### src/verilog/rss_pkg.sv
// register map, field layout, reset values and decode helpers for the
// regulator sleep and sequencing register bank; no surrounding assumptions.
//
// Notes on behaviour
// - sleep behaviour 00 uses image voltage, 01 turns output off, 10/11 reserved.
// - sleep source 00 register bit, 01/10/11 low-power inputs one to three.
// - five-bit image voltage, default 1_1100, 50mV then 100mV steps.
// - mode bit set makes regulator two a switch; voltage select ignored.
// - regulator two disabled: discharge if float bit 0, float if 1.
// - all four regulators disabled: discharge every output regardless of float bits.
// - regulator two voltage from five-bit select, only while not a switch.
// - regulator two fault always interrupts; 00 ignore, 01 regulator off, 1x system off.
// - start code 0000 never, 0001-1110 in that slot, 1111 on entering active.
// - stop code 0001-1110 in that slot, 0000 and 1111 on entering off.
// - power state machine reset restores mask-option defaults, not only power-on.
package rss_pkg;

  // register offsets
  localparam logic [7:0] RSS_ADDR_ONE_LOW_POWER = 8'hca;
  localparam logic [7:0] RSS_ADDR_TWO_CONTROL = 8'hcb;
  localparam logic [7:0] RSS_ADDR_TWO_TIMEOUTS = 8'hcc;

  // implemented bits of each register
  localparam logic [15:0] RSS_MASK_ONE_LOW_POWER = 16'h331f;
  localparam logic [15:0] RSS_MASK_TWO_CONTROL = 16'h441f;
  localparam logic [15:0] RSS_MASK_TWO_TIMEOUTS = 16'hffc0;

  // reset values (mask option defaults)
  localparam logic [15:0] RSS_RESET_ONE_LOW_POWER = 16'h001c;
  localparam logic [15:0] RSS_RESET_TWO_CONTROL = 16'h001b;
  localparam logic [15:0] RSS_RESET_TWO_TIMEOUTS = 16'h0000;

  // field positions
  localparam int RSS_SLEEP_MODE_LSB = 12;
  localparam int RSS_SLEEP_SRC_LSB = 8;
  localparam int RSS_VOLT_LSB = 0;
  localparam int RSS_SWITCH_BIT = 14;
  localparam int RSS_FLOAT_BIT = 10;
  localparam int RSS_FAULT_ACT_LSB = 14;
  localparam int RSS_START_SLOT_LSB = 10;
  localparam int RSS_STOP_SLOT_LSB = 6;

  // codes
  localparam logic [1:0] RSS_SLEEP_IMAGE = 2'h0;
  localparam logic [1:0] RSS_SLEEP_OFF = 2'h1;
  localparam logic [1:0] RSS_FAULT_IGNORE = 2'h0;
  localparam logic [1:0] RSS_FAULT_REG_OFF = 2'h1;
  localparam logic [3:0] RSS_SLOT_NONE = 4'h0;
  localparam logic [3:0] RSS_SLOT_EDGE = 4'hf;

  // voltage steps in millivolts
  localparam logic [15:0] RSS_LOW_BASE_MV = 16'h0384;
  localparam logic [15:0] RSS_LOW_STEP_MV = 16'h0032;
  localparam logic [15:0] RSS_HIGH_BASE_MV = 16'h0708;
  localparam logic [15:0] RSS_HIGH_STEP_MV = 16'h0064;

  typedef enum logic [1:0] {
    RSS_SRC_REG_BIT = 2'b00,
    RSS_SRC_LP_ONE = 2'b01,
    RSS_SRC_LP_TWO = 2'b10,
    RSS_SRC_LP_THREE = 2'b11
  } rss_src_t;

  // whole state of the register bank
  typedef struct packed {
    logic [15:0] one_low_power;
    logic [15:0] two_control;
    logic [15:0] two_timeouts;
    logic [15:0] rdata;
    logic one_sleeping;
    logic one_enable;
    logic [4:0] one_code;
    logic [15:0] one_mv;
    logic [15:0] two_mv;
    logic two_running;
    logic two_discharge;
    logic all_discharge;
    logic fault_irq;
    logic fault_reg_off;
    logic fault_sys_off;
  } rss_state_t;

  // sequencer events as seen by the slot decoder
  typedef struct packed {
    logic start_strobe;
    logic stop_strobe;
    logic [3:0] slot;
    logic enter_active;
    logic enter_off;
  } rss_seq_t;

  // voltage code to millivolts, shared by image and select fields
  function automatic logic [15:0] rss_code_to_mv(input logic [4:0] code);
    logic [15:0] step;
    step = {12'h000, code[3:0]};
    if (code[4]) begin
      rss_code_to_mv = 16'(RSS_HIGH_BASE_MV + RSS_HIGH_STEP_MV * step);
    end else begin
      rss_code_to_mv = 16'(RSS_LOW_BASE_MV + RSS_LOW_STEP_MV * step);
    end
  endfunction

endpackage

### src/verilog/rss_regs.sv
// regulator sleep and sequencing register bank: regulator one sleep settings,
// regulator two mode, voltage, fault action and sequencer slots.
// assumes a simple register port from the control interface, sequencer strobes
// and fault pulses synchronous to ref_clk.
`timescale 1ns/1ps
module rss_regs #(
  parameter logic [15:0] ONE_LOW_POWER_DEFAULT = rss_pkg::RSS_RESET_ONE_LOW_POWER,
  parameter logic [15:0] TWO_CONTROL_DEFAULT = rss_pkg::RSS_RESET_TWO_CONTROL,
  parameter logic [15:0] TWO_TIMEOUTS_DEFAULT = rss_pkg::RSS_RESET_TWO_TIMEOUTS
) (
  input wire logic ref_clk,
  input wire logic reset,
  input wire logic sm_reset,
  input wire logic [7:0] reg_addr,
  input wire logic reg_write,
  input wire logic reg_read,
  input wire logic [15:0] reg_wdata,
  output logic [15:0] reg_rdata,
  input wire logic sleep_request_bit,
  input wire logic low_power_input_one,
  input wire logic low_power_input_two,
  input wire logic low_power_input_three,
  input wire logic reg_one_active_enable,
  input wire logic [4:0] reg_one_active_code,
  input wire logic reg_three_enable,
  input wire logic reg_four_enable,
  input wire rss_pkg::rss_seq_t seq,
  input wire logic reg_two_fault,
  output logic reg_one_sleeping,
  output logic reg_one_enable,
  output logic [4:0] reg_one_code,
  output logic [15:0] reg_one_mv,
  output logic reg_two_switch_mode,
  output logic reg_two_enable,
  output logic [15:0] reg_two_mv,
  output logic reg_two_discharge,
  output logic all_discharge,
  output logic fault_irq,
  output logic fault_reg_off,
  output logic fault_sys_off
);

  rss_pkg::rss_state_t st;
  rss_pkg::rss_state_t next_st;
  logic start_hit;
  logic stop_hit;
  logic one_src;
  logic all_off;
  logic [1:0] one_mode;
  logic [4:0] one_image;
  logic [4:0] two_select;
  logic [1:0] fault_act;

  // field views of the stored registers
  assign one_mode = st.one_low_power[rss_pkg::RSS_SLEEP_MODE_LSB +: 2];
  assign one_image = st.one_low_power[rss_pkg::RSS_VOLT_LSB +: 5];
  assign two_select = st.two_control[rss_pkg::RSS_VOLT_LSB +: 5];
  assign fault_act = st.two_timeouts[rss_pkg::RSS_FAULT_ACT_LSB +: 2];

  // sequencer slot decoders
  rss_slot_decode #(
    .SHUTDOWN(1'b0)
  ) u_start (
    .code(st.two_timeouts[rss_pkg::RSS_START_SLOT_LSB +: 4]),
    .seq(seq),
    .hit(start_hit)
  );

  rss_slot_decode #(
    .SHUTDOWN(1'b1)
  ) u_stop (
    .code(st.two_timeouts[rss_pkg::RSS_STOP_SLOT_LSB +: 4]),
    .seq(seq),
    .hit(stop_hit)
  );

  always_comb begin
    unique case (rss_pkg::rss_src_t'(st.one_low_power[rss_pkg::RSS_SLEEP_SRC_LSB +: 2]))
      rss_pkg::RSS_SRC_REG_BIT: one_src = sleep_request_bit;
      rss_pkg::RSS_SRC_LP_ONE: one_src = low_power_input_one;
      rss_pkg::RSS_SRC_LP_TWO: one_src = low_power_input_two;
      rss_pkg::RSS_SRC_LP_THREE: one_src = low_power_input_three;
    endcase
  end

  // all four regulators off at once
  assign all_off = !st.one_enable && !st.two_running && !reg_three_enable && !reg_four_enable;

  // next state: register writes, read data, regulator outputs
  always_comb begin
    next_st = st;
    // register writes, unimplemented bits dropped
    if (reg_write) begin
      unique case (reg_addr)
        rss_pkg::RSS_ADDR_ONE_LOW_POWER:
          next_st.one_low_power = reg_wdata & rss_pkg::RSS_MASK_ONE_LOW_POWER;
        rss_pkg::RSS_ADDR_TWO_CONTROL:
          next_st.two_control = reg_wdata & rss_pkg::RSS_MASK_TWO_CONTROL;
        rss_pkg::RSS_ADDR_TWO_TIMEOUTS:
          next_st.two_timeouts = reg_wdata & rss_pkg::RSS_MASK_TWO_TIMEOUTS;
        default: ;
      endcase
    end
    // read data, unmapped reads as zero
    if (reg_read) begin
      unique case (reg_addr)
        rss_pkg::RSS_ADDR_ONE_LOW_POWER: next_st.rdata = st.one_low_power;
        rss_pkg::RSS_ADDR_TWO_CONTROL: next_st.rdata = st.two_control;
        rss_pkg::RSS_ADDR_TWO_TIMEOUTS: next_st.rdata = st.two_timeouts;
        default: next_st.rdata = 16'h0000;
      endcase
    end
    next_st.one_sleeping = one_src;
    next_st.one_enable = reg_one_active_enable;
    next_st.one_code = reg_one_active_code;
    if (one_src && one_mode == rss_pkg::RSS_SLEEP_OFF) begin
      next_st.one_enable = 1'b0;
    end else if (one_src && one_mode == rss_pkg::RSS_SLEEP_IMAGE) begin
      next_st.one_code = one_image;
    end
    next_st.one_mv = rss_pkg::rss_code_to_mv(next_st.one_code);
    if (st.two_control[rss_pkg::RSS_SWITCH_BIT]) begin
      next_st.two_mv = 16'h0000;
    end else begin
      next_st.two_mv = rss_pkg::rss_code_to_mv(two_select);
    end
    if (start_hit) begin
      next_st.two_running = 1'b1;
    end
    if (stop_hit) begin
      next_st.two_running = 1'b0;
    end
    // fault: interrupt always, then the coded action
    next_st.fault_irq = reg_two_fault;
    next_st.fault_reg_off = reg_two_fault && fault_act == rss_pkg::RSS_FAULT_REG_OFF;
    next_st.fault_sys_off = reg_two_fault && fault_act[1];
    if (next_st.fault_reg_off) begin
      next_st.two_running = 1'b0;
    end
    next_st.two_discharge = !st.two_running &&
      (!st.two_control[rss_pkg::RSS_FLOAT_BIT] || all_off);
    next_st.all_discharge = all_off;
    // state machine or power-on reset to defaults
    if (reset || sm_reset) begin
      next_st = '0;
      next_st.one_low_power = ONE_LOW_POWER_DEFAULT & rss_pkg::RSS_MASK_ONE_LOW_POWER;
      next_st.two_control = TWO_CONTROL_DEFAULT & rss_pkg::RSS_MASK_TWO_CONTROL;
      next_st.two_timeouts = TWO_TIMEOUTS_DEFAULT & rss_pkg::RSS_MASK_TWO_TIMEOUTS;
    end
  end

  // state register
  always_ff @(posedge ref_clk) begin
    st <= next_st;
  end

  // outputs straight from the state
  assign reg_rdata = st.rdata;
  assign reg_one_sleeping = st.one_sleeping;
  assign reg_one_enable = st.one_enable;
  assign reg_one_code = st.one_code;
  assign reg_one_mv = st.one_mv;
  assign reg_two_switch_mode = st.two_control[rss_pkg::RSS_SWITCH_BIT];
  assign reg_two_enable = st.two_running;
  assign reg_two_mv = st.two_mv;
  assign reg_two_discharge = st.two_discharge;
  assign all_discharge = st.all_discharge;
  assign fault_irq = st.fault_irq;
  assign fault_reg_off = st.fault_reg_off;
  assign fault_sys_off = st.fault_sys_off;

  property p_sleep_off;
    @(posedge ref_clk) disable iff (reset)
    (one_src && one_mode == 2'h1 && !sm_reset) |=> !reg_one_enable;
  endproperty
  a_sleep_off: assert property (p_sleep_off)
    else $error("regulator one not turned off in sleep");

  property p_source_two;
    @(posedge ref_clk) disable iff (reset)
    (st.one_low_power[9:8] == 2'b10 && !sm_reset) |=> reg_one_sleeping == $past(low_power_input_two);
  endproperty
  a_source_two: assert property (p_source_two)
    else $error("sleep source two not followed");

  property p_image_mv;
    @(posedge ref_clk) disable iff (reset)
    (one_src && one_mode == 2'h0 && !sm_reset) |=> reg_one_mv == rss_pkg::rss_code_to_mv($past(one_image));
  endproperty
  a_image_mv: assert property (p_image_mv)
    else $error("image voltage not applied");

  property p_switch;
    @(posedge ref_clk) disable iff (reset)
    (reg_two_switch_mode && !sm_reset) |=> reg_two_mv == 16'h0000;
  endproperty
  a_switch: assert property (p_switch)
    else $error("voltage select used in switch mode");

  property p_discharge;
    @(posedge ref_clk) disable iff (reset)
    (!reg_two_enable && !st.two_control[10] && !sm_reset) |=> reg_two_discharge;
  endproperty
  a_discharge: assert property (p_discharge)
    else $error("disabled regulator two not discharged");

  property p_all_off;
    @(posedge ref_clk) disable iff (reset)
    (all_off && !sm_reset) |=> all_discharge && reg_two_discharge;
  endproperty
  a_all_off: assert property (p_all_off)
    else $error("all-off discharge missing");

  property p_select_mv;
    @(posedge ref_clk) disable iff (reset)
    (!reg_two_switch_mode && !sm_reset) |=> reg_two_mv == rss_pkg::rss_code_to_mv($past(two_select));
  endproperty
  a_select_mv: assert property (p_select_mv)
    else $error("regulator two voltage wrong");

  property p_fault;
    @(posedge ref_clk) disable iff (reset)
    (reg_two_fault && !sm_reset) |=> fault_irq && (fault_sys_off == $past(fault_act[1])) &&
      (fault_reg_off == ($past(fault_act) == 2'h1));
  endproperty
  a_fault: assert property (p_fault)
    else $error("fault action wrong");

  property p_start;
    @(posedge ref_clk) disable iff (reset)
    (start_hit && !stop_hit && !reg_two_fault && !sm_reset) |=> reg_two_enable;
  endproperty
  a_start: assert property (p_start)
    else $error("regulator two not started");

  property p_stop;
    @(posedge ref_clk) disable iff (reset)
    (stop_hit && !sm_reset) |=> !reg_two_enable;
  endproperty
  a_stop: assert property (p_stop)
    else $error("regulator two not stopped");

  property p_defaults;
    @(posedge ref_clk) disable iff (reset)
    sm_reset |=> st.one_low_power == (ONE_LOW_POWER_DEFAULT & 16'h331f) && !reg_two_enable;
  endproperty
  a_defaults: assert property (p_defaults)
    else $error("defaults not restored");

  property p_wake;
    @(posedge ref_clk) disable iff (reset)
    (!one_src && !sm_reset) |=> reg_one_enable == $past(reg_one_active_enable) &&
      reg_one_code == $past(reg_one_active_code);
  endproperty
  a_wake: assert property (p_wake)
    else $error("normal settings not restored");

endmodule

### src/verilog/rss_slot_decode.sv
// slot decoder: says whether a four-bit slot code fires on this sequencer event
// assumes sequencer strobes are one-cycle pulses synchronous to ref_clk
`timescale 1ns/1ps
module rss_slot_decode #(
  parameter bit SHUTDOWN = 1'b0
) (
  input wire logic [3:0] code,
  input wire rss_pkg::rss_seq_t seq,
  output logic hit
);

  // match slots 1 to 14 or the state-entry edge
  always_comb begin
    hit = 1'b0;
    if (SHUTDOWN) begin
      if (code == rss_pkg::RSS_SLOT_NONE || code == rss_pkg::RSS_SLOT_EDGE) begin
        hit = seq.enter_off;
      end else begin
        hit = seq.stop_strobe && (seq.slot == code);
      end
    end else begin
      if (code == rss_pkg::RSS_SLOT_EDGE) begin
        hit = seq.enter_active;
      end else if (code != rss_pkg::RSS_SLOT_NONE) begin
        hit = seq.start_strobe && (seq.slot == code);
      end
    end
  end

endmodule

### config.mk
export PLATFORM = sky130hd
export DESIGN_NAME = rss_regs
export DESIGN_NICKNAME = d
export VERILOG_FILES = /design/src/verilog/rss_pkg.sv /design/src/verilog/rss_regs.sv /design/src/verilog/rss_slot_decode.sv
export SDC_FILE = /design/constraint.sdc
export NUM_CORES = 1
export LEC_CHECK = 0
export ABC_AREA = 1
export BUFFER_PORTS_ARGS = -buffer_cell sky130_fd_sc_hd__buf_2
export CELL_PAD_IN_SITES_DETAIL_PLACEMENT = 1
export CELL_PAD_IN_SITES_GLOBAL_PLACEMENT = 2
export CORE_MARGIN = 2
export CORE_UTILIZATION = 29
export CTS_CLUSTER_SIZE = 25
export DETAILED_ROUTE_END_ITERATION = 12
export GPL_ROUTABILITY_DRIVEN = 0
export HOLD_SLACK_MARGIN = 0.03
export PLACE_DENSITY_LB_ADDON = 0.1
export SETUP_SLACK_MARGIN = 0.2
export SYNTH_ARGS = -nofsm -noshare
export SYNTH_HDL_FRONTEND = slang
export SYNTH_SLANG_ARGS = --single-unit
### constraint.sdc
create_clock -name ref_clk -period 3.3 [get_ports ref_clk]
set_input_delay 0.66 -clock ref_clk [delete_from_list [all_inputs] [get_ports ref_clk]]
set_output_delay 0.66 -clock ref_clk [all_outputs]
set_load 0.03 [all_outputs]
==> impl_results.md, run 1 <==
- Sequential share of the synthesized area: 37.9%
- Synth area leader: dfxtp_1
- GR Overflow Total: 0
- # diodes: 0
- CTS H-tree lvls: 3
- Unrepaired setup endpoints after global routing: false
- Via count: 3403
- Gr usage total: 15.2%
- Synth area leaders: dfxtp_1, buf_4, nand2_1, inv_1, ha_1
- Initial core utilization: 30.0%
- Post-Syn Instances: 514
- Width of the die: 122 um
- Final Max Slew Viols: 0
- Post-CTS Resized: 0
- Root Driver: clkbuf_16
- Cell Area, Synth: 0.00401 mm2
- Clock slew at reported path FFs: 60 ps
- Max Freq: 354 MHz
- Skew final: 6.80 ps
- Top-count cell post-synth: nand2_1
- Setup_tns: 0 ps
- # hold bufs at CTS: 0
- Worst setup margin: 475 ps
- Dpl ws: 48.0 ps
- Top cell type's share of synthesized area: 37.9%
- Fin area: 0.00472 mm2
- Post-Layout Cell Count: 760
- Final ANT Viol Nets: 0
- Vias/cell: 4.48
- DIE HEIGHT: 122 um
- Critical Path Fanout Max: 8
- Area Growth Syn to Fin: 17.7%
- Yosys warning count: 0
- Initial antenna violation count: 0
- Main synth FF type: dfxtp_1
- Worst hold path class: register to register
- Fillcell total: 1665
- Post-synth EDFFs: 0
- Final Net Count: 647
- Port Buf Inserts: 99
- Worst endpoint required time: 3540 ps
- Router iterations before antenna repair: 4
- IO Pins: 112
- Period utilization: 85.6%
- Clk_lat worst skew: 350 ps
- Num rows: 42
- Number of global-route vias before repair: 3520
- Post-CTS Setup Inserts: 0
- Setup-failing EPs final: 0
- Pleak: 2.25 nW
- Status: finished, final reports clean
- Dpl hpwl: 8460 um
- Fin crit period: 2830 ps
- Placed Instances: 744
- Commonest cells in the synthesized netlist: nand2_1, dfxtp_1, inv_1
- Largest net degree at the start of global routing: 30
- Maximum vdd drop: 258 uV
- Critical Path Start Type: primary input
- Clock buffer depth: 2
- WP data arrival: 3060 ps
- Initial drt markers: 78
- DP Area: 0.00439 mm2
- Drt total wl: 10600 um
- Distinct cells, synth: 42
- Core box area: 0.0133 mm2
- PwrDens: 493 mW/mm2
- First-pass GRT wire length: 17300 um
- Fin. Hold Viols: 0
- Synthesized area per cell: 7.80 um2
- Relative slew slack: 58.0%
- Maxcap violations: 0
- Residual DRC: 0
- Die area: 0.0148 mm2
- Wire per inst: 14.0 um
- Layout cells sized above 1: 26.2%
- Worst Max-Slew Pin Slew: 630 ps
- Clock sinks: 76
- #FFs+latches synth: 76
- Total CTS buffers: 9
- Fraction of registers with async set/reset: 0%
- Worst setup path class: primary input to register
- CTS tree: done
- Critical path capture point type: register
-- cell families after synthesis --
| kind of cell | share of synthesized area (%) |
|---|---|
| AOI/OAI and AO/OA | 14.8 |
| buffers and inverters | 17.5 |
| adders and majority gates | 5.99 |
| xor gates and xnor gates | 3.28 |
| other | 0.0935 |
| DFF | 37.9 |
| and+or+nand+nor | 20.4 |
-- cell usage in the layout (no fill, tap or decap), drive strengths merged --
cell type    n
nor4         3
nor4b        1
o21bai       1
clkbuf      10
bufinv       2
or2          2
conb        11
nor2        43
a31oi        1
buf        108
ha          16
nand4       11
o2111ai      2
nor3b        1
dfxtp       76
xor2         7
a211oi      13
nand3       17
fa           2
nor3         4
xnor2        8
a21oi       36
clkinv       4
o21ai       23
nand2       87
a31o         1
o311ai       1
nand3b       1
inv         69
o22ai       23
-- final timing paths --
check / startpoint / endpoint / slack [ps] / depth (start not counted)
max reg2reg: st[101] / reg_one_mv[9] / 480 / 17
min: reg_rdata[13] / reg_rdata[13] / 460 / 2
min reg2reg: reg_rdata[13] / reg_rdata[13] / 460 / 2
max: low_power_input_one / reg_one_mv[9] / 470 / 17
-- worst max-delay path: stages --
cell	delay, ps
buf_2	110
nand2_1	100
nand3_4	90
nand3_4	140
nand2_1	110
o21ai_4	110
inv_4	70
ha_1	350
fa_1	480
xnor2_1	220
nand3_1	130
nor2_1	100
nand4_1	120
nand2_1	80
nand2_1	60
nand3_1	70
nand2_1	50
-- sequential cells by signal (all words and copies together), names as in the netlist, 2 cells and up --
register and count:
reg_rdata 15, reg_two_mv 11, one_mode 2, st 16
reg_one_code 5, fault_act 2, one_image 5, reg_one_mv 11
-- where the power goes --
group          switching (W)  internal (W)  leakage, nW
logic               0.000205      0.000104         1.47
clock network       0.000410      0.000664        0.157
registers         0.00000535      0.000940        0.618
total               0.000620       0.00171         2.25
-- stage by stage --
stage,power [W],utilization (%),hold slack [ps]
floorplan,0.00121,-,420
global placement,0.00127,32.9,448
detailed placement,0.00128,32.9,457
CTS,0.00237,35.3,466
global route,0.00244,35.3,492
finish,0.00233,35.3,463
-- metal layers --
| metal | up-vias | track usage, % | routed length (um) |
|---|---|---|---|
| met4 | 0 | 6.61 | 208 |
| met1 | 1548 | 17.8 | 4780 |
| met5 | - | 0 | 0 |
| met3 | 16 | 3.18 | 500 |
| met2 | 82 | 26.8 | 5160 |
| li1 | 1757 | - | - |
-- cell type report --
cell class	instances	area [um2]	share of cell area, %
inverters	69	262	5.54
repair buffers	108	563	11.9
clock buffers	10	229	4.85
flip-flops and latches	76	1520	32.2
well taps	176	220	4.67
clock inverters	6	87.6	1.86
multi-input cells	315	1840	38.9
(Power assumes the default switching activity.)
==> run 2: changes to the inputs <==
CORE_MARGIN = 1   (was 2)
==> impl_results.md, run 2 (synthesis gave the netlist of run 1 again) <==
- Reg-to-Reg End: reg_one_mv[10]
- Largest register FFs: 16
- Initial drt markers: 119
- Total CTS buffers: 9
- Skew final: 8.92 ps
- Final Core Density: 35.2%
- Pleak: 2.24 nW
- CTS tree: done
- Switch Pwr: 0.000624 W
- Maximum vdd drop: 205 uV
- Wire per inst: 13.8 um
- Dpl hpwl: 8180 um
- FF/Latch Area: 0.00152 mm2
- Clock slew at reported path FFs: 60 ps
- Final Net Count: 647
- Worst Max-Slew Pin Slew: 633 ps
- Status: finished, final reports clean
- Largest net degree at the start of global routing: 38
- Sw Ratio: 28.1%
- Worst setup path class: register to register
- Hold Path Depth: 2
- Logic pwr share: 13.9%
- Clock power frac: 43.5%
- Core box area: 0.0133 mm2
- DP Area: 0.00439 mm2
- Router iterations before antenna repair: 4
- Seq pwr share: 42.6%
- Fillcell total: 1682
- Initial core utilization: 30.0%
- Relative slew slack: 57.8%
- Dpl ws: 56.3 ps
- # hold bufs at CTS: 0
- Largest Register: st
- R2R Path Start: st[101]
- Worst R2R Path Depth: 17
- # diodes: 0
- Gr usage total: 15.5%
- Clock buffer depth: 2
- Area Growth Syn to Fin: 17.1%
- Period utilization: 84.1%
- Max Freq: 360 MHz
- Maxcap violations: 0
- Root Driver: clkbuf_16
- Final ANT Viol Nets: 0
- Worst hold path class: register to register
- Num rows: 42
- DIE HEIGHT: 120 um
- Critical Path Fanout Max: 8
- Clk_lat worst skew: 350 ps
- Worst endpoint required time: 3540 ps
- Hold Path End: reg_rdata[1]
- Width of the die: 120 um
- PwrDens: 473 mW/mm2
- Layout cells sized above 1: 26.5%
- Fin area: 0.00470 mm2
- R2R setup slack: 520 ps
- Drt total wl: 10500 um
- Critical Path Start Type: register
- Vias/cell: 4.56
- Residual DRC: 0
- Setup_tns: 0 ps
- Origin of the worst min-delay path: reg_rdata[1]
- Setup-failing EPs final: 0
- CTS H-tree lvls: 3
- Initial antenna violation count: 0
- Fin crit period: 2780 ps
- Unrepaired setup endpoints after global routing: false
- IO Pins: 112
- Final Max Slew Viols: 0
- Post-CTS Setup Inserts: 0
- Via count: 3462
- WP data arrival: 3010 ps
- GR Overflow Total: 0
- Most common cell after layout, fill and taps aside: buf_2
- Internal Power: 0.00160 W
- Footprint of the multi-input gates: 0.00184 mm2
- Fin. Hold Viols: 0
- Critical path capture point type: register
- Port Buf Inserts: 99
- Most frequent cells in the layout: buf_2, nand2_1, dfxtp_1
- Die area: 0.0143 mm2
- Worst setup margin: 524 ps
- Clock sinks: 76
- First-pass GRT wire length: 17100 um
- Number of global-route vias before repair: 3445
==> run 2: changes by cell type in the layout (fill, tap and decap cells not counted), sizes merged <==
cell | before | now
bufinv | 2 | 0
clkinvlp | 0 | 1
clkbuf | 10 | 11
==> run 2: how the worst max path moves through the flow <==
stage / startpoint / to / slack (ps)
floorplan: low_power_input_one / reg_one_mv[9] / 250
global placement: low_power_input_three / reg_one_mv[9] / 120
detailed placement: sleep_request_bit / reg_one_mv[10] / 60
CTS: one_mode[1] / reg_one_mv[10] / 340
global route: st[101] / reg_one_mv[10] / 210
finish: st[101] / reg_one_mv[10] / 520
==> run 2: routing by layer <==
| metal | vias to the layer above | routed length, um | share of wire, % | global-route usage, % |
|---|---|---|---|---|
| met5 | - | 0 | 0 | 0 |
| met4 | 0 | 196 | 1.9 | 6.56 |
| met3 | 14 | 549 | 5.2 | 4.04 |
| met2 | 84 | 5010 | 48 | 25.9 |
| li1 | 1758 | - | - | - |
| met1 | 1606 | 4730 | 45 | 18.7 |
==> run 2: worst max-delay path, cell delays in order, from the launching register on <==
cell and delay (ps):
dfxtp_1 360, inv_2 70, nand2_1 100, nand3_4 80
nand3_4 140, nand2_1 110, o21ai_4 110, inv_4 70
ha_1 360, fa_1 490, xnor2_2 160, nand3_1 120
nor2_1 100, nand4_1 130, nand2_1 80, nand2_1 60
nand3_1 70, nand2_1 50
==> run 2: power groups by stage <==
stage          Clock (W)  Sequential, W  Combinational, W
2_1_floorplan          0       0.000971          0.000239
3_3_place_gp           0       0.000966          0.000306
3_5_place_dp           0       0.000966          0.000310
4_1_cts         0.000995       0.000946          0.000311
5_1_grt          0.00105       0.000947          0.000347
6_report        0.000967       0.000945          0.000310
==> run 2: layout make-up <==
class,instances,share of cell area [%]
clock buffers,11,5.38
clock inverters,5,0.746
inverters,69,5.57
multi-input cells,315,39.2
flip-flops and latches,76,32.4
well taps,176,4.69
repair buffers,108,12.0
==> run 2: metrics by stage <==
| stage | total power, W | instances | hold WS [ps] |
|---|---|---|---|
| after floorplan | 0.00121 | 524 | 420 |
| after global placement | 0.00127 | 744 | 450 |
| after detailed placement | 0.00128 | 744 | 455 |
| after CTS | 0.00225 | 760 | 465 |
| after global routing | 0.00234 | 760 | 490 |
| final | 0.00222 | 760 | 461 |
==> run 2: timing repair <==
action                                  in CTS  in global routing
endpoints found under the setup margin       0                  2
hold endpoints to repair                     0                  0
resized for setup                            0                  3
